--- config.mk ---
export PLATFORM = sky130hd
export DESIGN_NAME = uart_fifo_ctrl_int_ident
export DESIGN_NICKNAME = d
export VERILOG_FILES = /design/src/verilog/uart_iir_pkg.sv /design/src/verilog/level_if.sv /design/src/verilog/level_cmp.sv /design/src/verilog/uart_fifo_ctrl_int_ident.sv
export VERILOG_INCLUDE_DIRS = /design/src /design/src/verilog
export SDC_FILE = /design/constraint.sdc
export NUM_CORES = 1
export LEC_CHECK = 0
export ABC_AREA = 0
export BUFFER_PORTS_ARGS = -buffer_cell sky130_fd_sc_hd__buf_2
export CAP_MARGIN = 20
export CELL_PAD_IN_SITES_DETAIL_PLACEMENT = 1
export CELL_PAD_IN_SITES_GLOBAL_PLACEMENT = 2
export CORE_ASPECT_RATIO = 2
export CORE_MARGIN = 3
export CORE_UTILIZATION = 24
export DETAILED_ROUTE_END_ITERATION = 8
export PLACE_DENSITY = 0.84
export SYNTH_ARGS = -nofsm -noshare
export SYNTH_HDL_FRONTEND = slang
export SYNTH_SLANG_ARGS = --single-unit
--- constraint.sdc ---
create_clock -name mclk -period 6.2 [get_ports mclk]
set_input_delay 0.62 -clock mclk [delete_from_list [all_inputs] [get_ports mclk]]
set_output_delay 0.62 -clock mclk [all_outputs]
set_load 0.05 [all_outputs]
--- src/verilog/uart_iir_defs.svh ---
// constants for the fifo control and interrupt identification block
`ifndef UART_IIR_DEFS_SVH
`define UART_IIR_DEFS_SVH
// ==========================================================
// addresses
`define IIR_FCR_ADDR     32'h5000_1008
`define IRQ_STATUS_ADDR  32'h5000_1100
`define IRQ_MASK_ADDR    32'h5000_1104
`define FLOW_CTRL_ADDR   32'h5000_1108
// ==========================================================
// field positions
`define RT_HI            7
`define RT_LO            6
`define TET_HI           5
`define TET_LO           4
`define DMA_SIGNALLING_MODE_BIT         3
`define XCLR_BIT         2
`define RCLR_BIT         1
`define FIFOE_BIT        0
`define AFC_BIT          0
// ==========================================================
// reset values
`define RT_RESET         2'h0
`define TET_RESET        2'h0
`define DMA_SIGNALLING_MODE_RESET       1'h0
`define FIFOE_RESET      1'h0
`define AFC_RESET        1'h0
`define IRQ_RESET        3'h0
// ==========================================================
// fifo depth and levels
`define FIFO_DEPTH       5'h10
`define RX_LVL_ONE       5'h01
`define RX_LVL_QUARTER   5'h04
`define RX_LVL_HALF      5'h08
`define RX_LVL_TWO_LESS  5'h0E
`define TX_LVL_EMPTY     5'h00
`define TX_LVL_TWO       5'h02
`define TX_LVL_QUARTER   5'h04
`define TX_LVL_HALF      5'h08
// ==========================================================
// identification codes
`define ID_NONE          4'h1
`define ID_HOLDING_EMPTY_INTERRUPT          4'h2
`define ID_RX_DATA       4'h4
`define ID_LINE          4'h6
`define ID_BUSY          4'h7
`define ID_TIMEOUT       4'hC
`define ID_MODEM         4'h0
`define FIFOS_ENABLED_INDICATION_ON        2'h3
`define FIFOS_ENABLED_INDICATION_OFF       2'h0
`endif

--- src/verilog/uart_iir_pkg.sv ---
// types shared by the fifo control and identification block
package uart_iir_pkg;
  `include "uart_iir_defs.svh"
  // ==========================================================
  // pending interrupt codes
  typedef enum logic [3:0] {
    ID_MODEM_E   = `ID_MODEM,
    ID_NONE_E    = `ID_NONE,
    ID_HOLDING_EMPTY_INTERRUPT_E    = `ID_HOLDING_EMPTY_INTERRUPT,
    ID_RX_DATA_E = `ID_RX_DATA,
    ID_LINE_E    = `ID_LINE,
    ID_BUSY_E    = `ID_BUSY,
    ID_TIMEOUT_E = `ID_TIMEOUT
  } pending_interrupt_code_e;
  typedef logic [4:0] fifo_count_t;
endpackage : uart_iir_pkg

--- src/verilog/level_if.sv ---
// fifo count and level code carried to a threshold comparator
`timescale 1ns/1ps
interface level_if;
  logic [4:0] count;
  logic [1:0] code;
  logic       hit;
  modport src (output count, output code, input hit);
  modport cmp (input count, input code, output hit);
endinterface : level_if

--- src/verilog/level_cmp.sv ---
// fifo level comparator for receive trigger or transmit empty threshold
`timescale 1ns/1ps
`include "uart_iir_defs.svh"
module level_cmp
  import uart_iir_pkg::*;
#(
  parameter bit IS_TX = 1'b0
) (
  level_if.cmp lv
);
  logic [4:0] thr;

  // ==========================================================
  // code to level
  always_comb begin
    thr = `RX_LVL_ONE;
    case (lv.code)
      2'h0: thr = IS_TX ? `TX_LVL_EMPTY   : `RX_LVL_ONE;
      2'h1: thr = IS_TX ? `TX_LVL_TWO     : `RX_LVL_QUARTER;
      2'h2: thr = IS_TX ? `TX_LVL_QUARTER : `RX_LVL_HALF;
      2'h3: thr = IS_TX ? `TX_LVL_HALF    : `RX_LVL_TWO_LESS;
      default: thr = `RX_LVL_ONE;
    endcase
  end

  // receive hits at or above, transmit at or below
  assign lv.hit = IS_TX ? (lv.count <= thr) : (lv.count >= thr);
endmodule : level_cmp

--- src/verilog/uart_fifo_ctrl_int_ident.sv ---
// fifo control and interrupt identification register with apb access
`timescale 1ns/1ps
`include "uart_iir_defs.svh"
module uart_fifo_ctrl_int_ident
  import uart_iir_pkg::*;
(
  // clock and reset
  input  wire logic        mclk,
  input  wire logic        rst_n,
  // apb slave
  input  wire logic        psel,
  input  wire logic        penable,
  input  wire logic        pwrite,
  input  wire logic [31:0] paddr,
  input  wire logic [31:0] pwdata,
  output logic [31:0]      prdata,
  output logic             pready,
  output logic             pslverr,
  // fifo fill levels
  input  wire logic [4:0]  rx_fifo_count,
  input  wire logic [4:0]  tx_fifo_count,
  // interrupt causes gated by their enables; rx data comes in as its enable only
  input  wire logic        line_status_irq,
  input  wire logic        rx_data_irq_en,
  input  wire logic        char_timeout_irq,
  input  wire logic        holding_empty_interrupt,
  input  wire logic        modem_status_irq,
  input  wire logic        busy_detect_irq,
  // fifo and flow outputs
  output logic             fifos_enabled_indication,
  output logic             transmit_fifo_clear,
  output logic             receive_fifo_clear,
  output logic             rts_n,
  output logic             dma_rx_req_n,
  output logic             dma_tx_req_n,
  output logic             irq
);
  // ==========================================================
  // registers and wires
  logic [1:0]              receive_trigger_level;
  logic [1:0]              transmit_empty_threshold;
  logic                    dma_signalling_mode;
  logic                    auto_flow_en;
  logic [2:0]              irq_status;
  logic [2:0]              irq_mask;
  logic                    rx_req_hold;
  logic                    tx_req_hold;
  logic                    rx_hit_d;
  logic                    tx_hit_d;
  logic                    pend_d;
  logic                    wr_en;
  logic                    sel_fcr;
  logic                    sel_sts;
  logic                    sel_msk;
  logic                    sel_afc;
  logic                    mapped;
  logic                    fifoe_wr;
  logic [2:0]              next_irq_status;
  logic [2:0]              irq_event;
  logic [2:0]              next_irq_mask;
  logic [31:0]             next_prdata;
  pending_interrupt_code_e pending_interrupt_code;
  logic [7:0]              fifo_state_rx_level_field;

  level_if rx_lv ();
  level_if tx_lv ();

  // ==========================================================
  // level comparators
  // one comparator per direction, each mapping the code through its own level table
  assign rx_lv.count = rx_fifo_count;
  assign rx_lv.code  = receive_trigger_level;
  assign tx_lv.count = tx_fifo_count;
  assign tx_lv.code  = transmit_empty_threshold;

  level_cmp #(.IS_TX(1'b0)) u_rx_cmp (.lv(rx_lv));
  level_cmp #(.IS_TX(1'b1)) u_tx_cmp (.lv(tx_lv));

  // ==========================================================
  // apb decode, zero wait states
  // full word compare, so aliases of a register are refused
  // pready stays high: every answer is ready in the access cycle
  assign sel_fcr = (paddr == `IIR_FCR_ADDR);
  assign sel_sts = (paddr == `IRQ_STATUS_ADDR);
  assign sel_msk = (paddr == `IRQ_MASK_ADDR);
  assign sel_afc = (paddr == `FLOW_CTRL_ADDR);
  assign mapped  = sel_fcr | sel_sts | sel_msk | sel_afc;
  assign pready  = 1'b1;
  assign pslverr = psel & penable & ~mapped;
  assign wr_en   = psel & penable & pwrite;
  assign fifoe_wr = wr_en & sel_fcr;

  // ==========================================================
  // fifo control fields
  // fields land on the access edge of a write
  always_ff @(posedge mclk or negedge rst_n) begin
    if (!rst_n) begin
      receive_trigger_level    <= `RT_RESET;
      transmit_empty_threshold <= `TET_RESET;
      dma_signalling_mode      <= `DMA_SIGNALLING_MODE_RESET;
      fifos_enabled_indication <= `FIFOE_RESET;
    end else if (fifoe_wr) begin
      receive_trigger_level    <= pwdata[`RT_HI:`RT_LO];
      transmit_empty_threshold <= pwdata[`TET_HI:`TET_LO];
      dma_signalling_mode      <= pwdata[`DMA_SIGNALLING_MODE_BIT];
      fifos_enabled_indication <= pwdata[`FIFOE_BIT];
    end
  end

  // clear pulses last one cycle, so software never writes zero back
  always_ff @(posedge mclk or negedge rst_n) begin
    if (!rst_n) begin
      transmit_fifo_clear <= 1'b0;
      receive_fifo_clear  <= 1'b0;
    end else begin
      // toggling the enable also empties both fifos
      transmit_fifo_clear <= fifoe_wr & (pwdata[`XCLR_BIT] |
        (pwdata[`FIFOE_BIT] != fifos_enabled_indication));
      receive_fifo_clear  <= fifoe_wr & (pwdata[`RCLR_BIT] |
        (pwdata[`FIFOE_BIT] != fifos_enabled_indication));
    end
  end

  // ==========================================================
  // flow control enable
  always_ff @(posedge mclk or negedge rst_n) begin
    if (!rst_n) begin
      auto_flow_en <= `AFC_RESET;
    end else if (wr_en && sel_afc) begin
      auto_flow_en <= pwdata[`AFC_BIT];
    end
  end

  // with flow control and fifos on, request-to-send falls back only once the fifo drains below trigger
  always_ff @(posedge mclk or negedge rst_n) begin
    if (!rst_n) begin
      rts_n <= 1'b1;
    end else begin
      rts_n <= auto_flow_en & fifos_enabled_indication & rx_lv.hit;
    end
  end

  // ==========================================================
  // pending interrupt identification
  // busy detect sits last; it only shows when nothing else waits
  always_comb begin
    pending_interrupt_code = ID_NONE_E;
    if (line_status_irq) begin
      pending_interrupt_code = ID_LINE_E;
    end else if (rx_data_irq_en && (fifos_enabled_indication ?
                 rx_lv.hit : (rx_fifo_count != 5'h00))) begin
      pending_interrupt_code = ID_RX_DATA_E;
    end else if (char_timeout_irq) begin
      pending_interrupt_code = ID_TIMEOUT_E;
    end else if (holding_empty_interrupt) begin
      pending_interrupt_code = ID_HOLDING_EMPTY_INTERRUPT_E;
    end else if (modem_status_irq) begin
      pending_interrupt_code = ID_MODEM_E;
    end else if (busy_detect_irq) begin
      pending_interrupt_code = ID_BUSY_E;
    end
  end

  // ==========================================================
  // dma request hold state for mode 1
  // holds keep mode 1 requests up until the rx fifo empties or the tx fifo fills
  always_ff @(posedge mclk or negedge rst_n) begin
    if (!rst_n) begin
      rx_req_hold <= 1'b0;
      tx_req_hold <= 1'b0;
    end else begin
      if (rx_lv.hit) begin
        rx_req_hold <= 1'b1;
      end else if (rx_fifo_count == 5'h00) begin
        rx_req_hold <= 1'b0;
      end
      if (tx_lv.hit) begin
        tx_req_hold <= 1'b1;
      end else if (tx_fifo_count >= `FIFO_DEPTH) begin
        tx_req_hold <= 1'b0;
      end
    end
  end

  // mode 0, or mode 1 with fifos off, follows single characters; mode 1 with fifos on the programmed levels
  always_ff @(posedge mclk or negedge rst_n) begin
    if (!rst_n) begin
      dma_rx_req_n <= 1'b1;
      dma_tx_req_n <= 1'b1;
    end else if (dma_signalling_mode && fifos_enabled_indication) begin
      dma_rx_req_n <= ~rx_req_hold;
      dma_tx_req_n <= ~tx_req_hold;
    end else begin
      dma_rx_req_n <= (rx_fifo_count == 5'h00);
      dma_tx_req_n <= (tx_fifo_count != 5'h00);
    end
  end

  // ==========================================================
  // interrupt events: rx trigger, tx threshold, new pending cause
  // rising edges only, so a level that stays up sets its bit once
  always_ff @(posedge mclk or negedge rst_n) begin
    if (!rst_n) begin
      rx_hit_d <= 1'b0;
      tx_hit_d <= 1'b0;
      pend_d   <= 1'b0;
    end else begin
      rx_hit_d <= rx_lv.hit;
      tx_hit_d <= tx_lv.hit;
      pend_d   <= (pending_interrupt_code != ID_NONE_E);
    end
  end

  assign irq_event = {(pending_interrupt_code != ID_NONE_E) & ~pend_d,
                      tx_lv.hit & ~tx_hit_d,
                      rx_lv.hit & ~rx_hit_d};

  // set wins over a write-one clear in the same cycle
  always_comb begin
    next_irq_status = irq_status;
    if (wr_en && sel_sts) begin
      next_irq_status = irq_status & ~pwdata[2:0];
    end
    next_irq_status = next_irq_status | irq_event;
  end

  always_ff @(posedge mclk or negedge rst_n) begin
    if (!rst_n) begin
      irq_status <= `IRQ_RESET;
    end else begin
      irq_status <= next_irq_status;
    end
  end

  // ==========================================================
  // interrupt mask and output
  // next mask used so irq never lags a mask write by a cycle
  always_comb begin
    next_irq_mask = irq_mask;
    if (wr_en && sel_msk) begin
      next_irq_mask = pwdata[2:0];
    end
  end

  always_ff @(posedge mclk or negedge rst_n) begin
    if (!rst_n) begin
      irq_mask <= `IRQ_RESET;
    end else begin
      irq_mask <= next_irq_mask;
    end
  end

  always_ff @(posedge mclk or negedge rst_n) begin
    if (!rst_n) begin
      irq <= 1'b0;
    end else begin
      irq <= |(next_irq_status & next_irq_mask);
    end
  end

  // ==========================================================
  // read data
  assign fifo_state_rx_level_field = {
    fifos_enabled_indication ? `FIFOS_ENABLED_INDICATION_ON : `FIFOS_ENABLED_INDICATION_OFF,
    2'h0,
    pending_interrupt_code};

  // read mux; captured in the setup cycle so prdata comes from a flop
  always_comb begin
    next_prdata = 32'h0000_0000;
    case (1'b1)
      sel_fcr: next_prdata = {24'h00_0000, fifo_state_rx_level_field};
      sel_sts: next_prdata = {29'h0, irq_status};
      sel_msk: next_prdata = {29'h0, irq_mask};
      sel_afc: next_prdata = {31'h0, auto_flow_en};
      default: next_prdata = 32'h0000_0000;
    endcase
  end

  // ==========================================================
  // read data register
  always_ff @(posedge mclk or negedge rst_n) begin
    if (!rst_n) begin
      prdata <= 32'h0000_0000;
    end else if (psel && !penable && !pwrite) begin
      prdata <= next_prdata;
    end else if (!(psel && penable)) begin
      prdata <= 32'h0000_0000;
    end
  end
endmodule : uart_fifo_ctrl_int_ident

==> results.md, run 1 <==
* Simple-gate portion of the synthesized area at 0.205
* Mux share of post-synthesis cell area at 0.0745
* Die width at 68.9 um
* Synth top area share at 0.343
* Synthesized instance count at 199
* Sequential share of the synthesized area at 0.384
* Final WL at 5120 um
* Layout cell share with drive strength beyond 1 at 0.360
* Critical-path cell list: buf_2 -> ha_1 -> or2_1 -> a211oi_1 -> o311ai_1 -> or4b_4 -> a22o_1 -> a221o_1
* Synth warn at 0
* Fin crit period at 2.94 ns
* Clock Sinks at 29
* GR Util All Layers at 0.115
* Worst rel slew slack at 0.554
* PnR Total Power at 0.000511 W
* Total I/O pin count at 126
* Die Y at 132 um
* CP Capture Type: flip-flop
* Largest family of logic cells by synthesized area: simple AND/OR/NAND/NOR gates
* Nets at 366
* Number of flops mapped to enable cells by yosys at 0
* Final GP Congestion at 0.775
* #FFs+latches synth at 29
* Dpl hpwl at 4340 um
* Post-Syn Area at 1900 sq um
* Mean area per synthesized cell at 9.54 sq um
* Fmax at 341 MHz
* Fin crit share at 0.473
* Run status: finished clean
* Distinct cells, synth at 48
* Crit start category: primary input
* IO buf count at 74
* Root Buffer: clkbuf_16
* Layout Utilization at 0.313
* Final setup vio count at 0
* CTS H-tree depth at 2
* RSZ-0062 raised after global routing: false
* TritonCTS buffer count at 5
* Synth-to-layout area growth at 26.3%
* Post-synth ARST share at 1.00
* XOR/XNOR share of the synthesized area at 0.00461
* Avg WL per Cell at 13.9 um
* Least-Margin Pin Slew at 0.669 ns
* Leakage Power at 1.23 nW
* Gr ovfl total at 0
* Cts hold-fix bufs at 0
* Synth area leaders: dfrtp_1, buf_4, mux2_2
* Maximum vdd drop at 0.113 mV
* Final Hold Violating Endpoints at 0
* Slowest cell on crit path: or4b_4
* Max-cap violation count at 0
* Via count at 1,666
* Top_reg_cell synth: dfrtp_1
* Largest net degree at the start of global routing at 30
* Slew Viols, Final at 0
* Diodes inserted at 0
* Drt via density at 4.51
* TritonCTS clock tree: built
* Initial DRC count at 36
* Leading area contributor after synthesis: dfrtp_1
* Initial antenna violation count at 0
* Min-Delay Path Class: in -> async
* DIE AREA at 9080 sq um
* Fin Clk Skew at 0.00492 ns
* Antenna Nets Post-Route at 0
* Synth Area in Compound Gates at 0.135
* DRC at 0
* Worst Path Arrival at 3.09 ns
* Drt pass-1 iters at 3
* First-pass GRT wire length at 7820 um
* CP peak stage delay at 0.58 ns
* Post-CTS Resized at 0
* Initial Utilization at 0.248
* Setup TNS at 0 ns
* Synth Area in Adders at 0.0461
* Post CTS Setup Buffer Count at 0
* Vias in the first global route at 1,784
* Register clock-pin slew on the reported worst setup and hold paths at 0.05 ns
* Critical path peak fanout at 4
* Crit path required time at 6.35 ns
* Pwr per Cell Area at 213 nW/um^2
* Worst-Skew Late Latency at 0.27 ns
* Total core area at 7660 sq um
* CTS max path bufs at 2
* Row cnt at 45
* Setup Crit Path Kind: in -> reg
## report_power, final
group          switching [W]  internal, W
Clock              0.0000805     0.000147
Sequential        0.00000122     0.000193
Combinational      0.0000655    0.0000245
Total               0.000147     0.000364
## routing by layer
metal,up-vias,wire length (um),GRT usage
li1,802,-,-
met3,6,454,0.0222
met1,780,1560,0.0922
met2,78,3030,0.240
met5,-,0,0
met4,0,78,0.0434
## worst max-delay path, delay by kind of cell
family | cells | cell delay (ns)
and+or+nand+nor | 2 | 0.80
adders and majority gates | 1 | 0.27
buffers and inverters | 1 | 0.11
AOI/OAI and AO/OA | 4 | 1.27
## registers in the layout, summed over array words and instances (netlist names)
signal and flops:
auto_flow_en 1, dma_rx_req_n 1, dma_signalling_mode 1, dma_tx_req_n 1, fifos_enabled_indication 1, irq 1
irq_mask 3, irq_status 3, pend_d 1, prdata 5, receive_fifo_clear 1, receive_trigger_level 2
rts_n 1, rx_hit_d 1, rx_req_hold 1, transmit_empty_threshold 2, transmit_fifo_clear 1, tx_hit_d 1
tx_req_hold 1
## cell usage in the layout, fill, tap and decap left out, types with 5 or more instances in the layout
master / instances
a21oi_1: 5
buf_2: 74
clkbuf_16: 5
conb_1: 27
dfrtp_1: 26
ha_1: 7
inv_1: 15
mux2_2: 9
nand2_1: 15
nand3_1: 5
nor2_1: 11
nor4_1: 7
## per-stage QoR
stage	setup WS [ns]	hold slack (ns)	cell area [sq um]	std cells
floorplan	3.37	0.324	1990	224
global placement	2.99	0.406	2260	361
detailed placement	2.97	0.411	2260	361
CTS	3.25	0.414	2400	369
global route	3.15	0.444	2400	369
finish	3.26	0.379	2400	369
## path summary, 6_finish.rpt
path                                          startpoint           end  slack, ns  cells past startpoint
worst max-delay path                    rx_fifo_count[2]           irq       3.26                      8
min in group mclk                            rx_req_hold  dma_rx_req_n       0.43                      1
max in group asynchronous                          rst_n     prdata[2]       5.38                      1
worst max register to register  receive_trigger_level[0]           irq       3.29                      8
worst min-delay path                               rst_n           irq       0.38                      1
worst min register to register               rx_req_hold  dma_rx_req_n       0.43                      1
## layout make-up
cell class / instances / area, sq um
fill: 965 / 5260
multi-input combinational: 149 / 985
sequential: 29 / 729
timing repair buffer: 74 / 370
clock buffer: 6 / 129
tap: 94 / 118
inverter: 15 / 56.3
clock inverter: 2 / 10.0
## cells in the mapped netlist, drive strengths merged (2+ instances only)
master,count
buf,28
dfrtp,26
inv,15
nand2,15
nor2,11
mux2,9
nor4,9
ha,7
a21oi,5
nand3,5
and3,4
mux2i,4
nand2b,4
o21ai,4
a211oi,3
a21boi,3
a31oi,3
clkbuf,3
dfstp,3
nor2b,3
nor3,3
nor4b,3
or2,3
a22o,2
conb,2
nand4,2
nand4b,2
o21bai,2
## cell families after synthesis
| kind of cell | Yosys count |
|---|---|
| simple gates | 68 |
| buf+inv | 46 |
| compound gates | 33 |
| flops | 29 |
| mux | 13 |
| fa+ha+maj | 7 |
| other cells | 2 |
| xor+xnor | 1 |
Power figures use the tool's default switching activity.
==> run 2: changes to the inputs <==
--- a/config.mk
+++ b/config.mk
@@ -13,9 +13,9 @@
 export CELL_PAD_IN_SITES_GLOBAL_PLACEMENT = 2
 export CORE_ASPECT_RATIO = 2
 export CORE_MARGIN = 3
-export CORE_UTILIZATION = 24
+export CORE_UTILIZATION = 20
 export DETAILED_ROUTE_END_ITERATION = 8
-export PLACE_DENSITY = 0.84
+export PLACE_DENSITY = 0.75
 export SYNTH_ARGS = -nofsm -noshare
 export SYNTH_HDL_FRONTEND = slang
 export SYNTH_SLANG_ARGS = --single-unit
==> constraint.sdc (replaced) <==
create_clock -name mclk -period 2.7 [get_ports mclk]
set_input_delay 0.27 -clock mclk [delete_from_list [all_inputs] [get_ports mclk]]
set_output_delay 0.27 -clock mclk [all_outputs]
set_load 0.05 [all_outputs]
==> results.md, run 2 (synthesis gave the netlist of run 1 again) <==
* Combinational share of power at 0.185 (was 0.176)
* Total core area at 9140 sq um (was 7660 sq um)
* Drt via density at 4.51 (about the same)
* Max-cap violation count at 0 (unchanged)
* Fin crit period at 2.68 ns
* Initial DRC count at 52 (was 36)
* CP Capture Type: flip-flop (unchanged)
* TritonCTS clock tree: built (unchanged)
* Worst rel slew slack at 0.540 (was 0.554)
* Total I/O pin count at 126 (unchanged)
* Slew Viols, Final at 0 (unchanged)
* Layout cell share with drive strength beyond 1 at 0.393 (was 0.360)
* CTS max path bufs at 2 (unchanged)
* Via count at 1,746 (was 1,666)
* Avg WL per Cell at 14.5 um (was 13.9 um)
* CTS H-tree depth at 2 (unchanged)
* NetSw at 0.000349 W (was 0.000147 W)
* Run status: finished clean (unchanged)
* Pwr per Cell Area at 489 nW/um^2 (was 213 nW/um^2)
* Critical path peak fanout at 4 (unchanged)
* Placed insts at 375 (was 361)
* Gr ovfl total at 0 (unchanged)
* Register clock-pin slew on the reported worst setup and hold paths at 0.05 ns (about the same)
* Leakage Power at 1.29 nW (was 1.23 nW)
* Final GP Congestion at 0.782 (was 0.775)
* Synth-to-layout area growth at 32.6% (was 26.3%)
* TritonCTS buffer count at 5 (unchanged)
* Antenna Nets Post-Route at 0 (unchanged)
* First-pass GRT wire length at 8420 um (was 7820 um)
* Final WL at 5620 um (was 5120 um)
* GR Util All Layers at 0.105 (was 0.115)
* Worst r2r src: receive_trigger_level[0] (unchanged)
* Initial antenna violation count at 0 (unchanged)
* Die Y at 144 um (was 132 um)
* Post-Place Setup Slack at -0.0780 ns (was 2.97 ns)
* Fin Clk Skew at 0.00289 ns (was 0.00492 ns)
* Nets at 376 (was 366)
* RSZ-0062 raised after global routing: true (was false)
* Cell-internal power at 0.000881 W (was 0.000364 W)
* Design area at 2520 sq um (was 2400 sq um)
* Post-Place Cell Area at 2310 sq um (was 2260 sq um)
* Row cnt at 49 (was 45)
* Min-Delay Path Class: in -> async (unchanged)
* Worst setup margin at 0.0176 ns (was 3.26 ns)
* Vias in the first global route at 1,793 (was 1,784)
* Share of power burned in registers at 0.363 (was 0.380)
* Worst Path Arrival at 2.84 ns (was 3.09 ns)
* R2R setup slack at 0.02 ns (was 3.29 ns)
* Final setup vio count at 0 (unchanged)
* Die width at 74.9 um (was 68.9 um)
* Crit start category: flip-flop (was primary input)
* R2r endpoint: irq (unchanged)
* Most common cell after layout, fill and taps aside: buf_2 (unchanged)
* Dpl hpwl at 4600 um (was 4340 um)
* Fmax at 373 MHz
* Largest Register: prdata (unchanged)
* Worst hold slack at 0.0355 ns (was 0.379 ns)
* Setup Crit Path Kind: reg -> reg (was in -> reg)
* Crit path required time at 2.86 ns (was 6.35 ns)
* Root Buffer: clkbuf_16 (unchanged)
* Clock power frac at 0.453 (was 0.444)
* Most frequent cells in the layout: buf_2, conb_1, dfrtp_1 (unchanged)
* Post-Layout Cell Count at 387 (was 369)
* Switching portion of total power at 0.284 (was 0.288)
* Fin crit share at 0.993
* Worst reg2reg path depth at 8 (unchanged)
* Least-Margin Pin Slew at 0.689 ns (was 0.669 ns)
* DIE AREA at 10,800 sq um (was 9080 sq um)
* Maximum vdd drop at 0.196 mV (was 0.113 mV)
* Max reg flops at 5 (unchanged)
* Diodes inserted at 0 (unchanged)
* Clock Sinks at 29 (unchanged)
* Largest net degree at the start of global routing at 30 (unchanged)
* Top Registers: prdata: 5 flops, irq_mask: 3 flops, irq_status: 3 flops (unchanged)
* Layout Utilization at 0.275 (was 0.313)
* DRC at 0 (unchanged)
* Final Hold Violating Endpoints at 0 (unchanged)
* Worst-Skew Late Latency at 0.27 ns (about the same)
* IO buf count at 74 (unchanged)
* Drt pass-1 iters at 4 (was 3)
* Initial Utilization at 0.208 (was 0.248)
[run 2: routing by layer]
metal	GRT usage	wire, um
met3	0.0238	469
met5	0	0
met4	0.0478	140
met1	0.0937	1790
met2	0.209	3220
[run 2: cell type report]
cell class,instances,area (sq um)
flip-flops and latches,29,729
inverters,15,56.3
clock buffers,8,146
repair buffers,84,449
well taps,102,128
fillers,1109,6620
multi-input cells,149,1010
[run 2: timing repair]
| item | CTS | global route |
|---|---|---|
| cloned | 0 | 0 |
| hold buffers | 0 | 0 |
| pin swaps | 4 | 6 |
| buffers inserted | 2 | 2 |
| endpoints found under the setup margin | 1 | 1 |
| gates resized for setup | 2 | 3 |
[run 2: through the flow]
step	total power, W	setup TNS [ns]
4_1_cts	0.00125	0
2_1_floorplan	0.000616	0
3_3_place_gp	0.000661	-0.0880
5_1_grt	0.00129	-0.0948
6_report	0.00123	0
3_5_place_dp	0.000664	-0.0780
[run 2: how the worst max path moves through the flow]
stage	start	endpoint	slack, ns	depth (start not counted)
5_1_grt	receive_trigger_level[0]	irq	-0.08	8
6_report	receive_trigger_level[0]	irq	0.02	8
4_1_cts	receive_trigger_level[1]	irq	0.03	8
3_3_place_gp	receive_trigger_level[0]	irq	-0.09	8
2_1_floorplan	receive_trigger_level[0]	irq	0.08	8
3_5_place_dp	receive_trigger_level[0]	irq	-0.08	8
[run 2: power by group through the flow]
stage / clock, W / sequential [W] / combinational [W]
CTS: 0.000584 / 0.000446 / 0.000218
finish: 0.000557 / 0.000446 / 0.000227
detailed placement: 0 / 0.000453 / 0.000211
global route: 0.000598 / 0.000446 / 0.000246
global placement: 0 / 0.000453 / 0.000208
floorplan: 0 / 0.000454 / 0.000161
[run 2: worst max-delay path, stage by stage, from the launching register on]
cell and delay [ns]:
dfrtp_1 0.41, nor2_2 0.12, ha_1 0.23, nand2b_4 0.15, a2111oi_4 0.39, o311ai_2 0.13
or4b_4 0.56, a22o_1 0.28, a221o_1 0.29
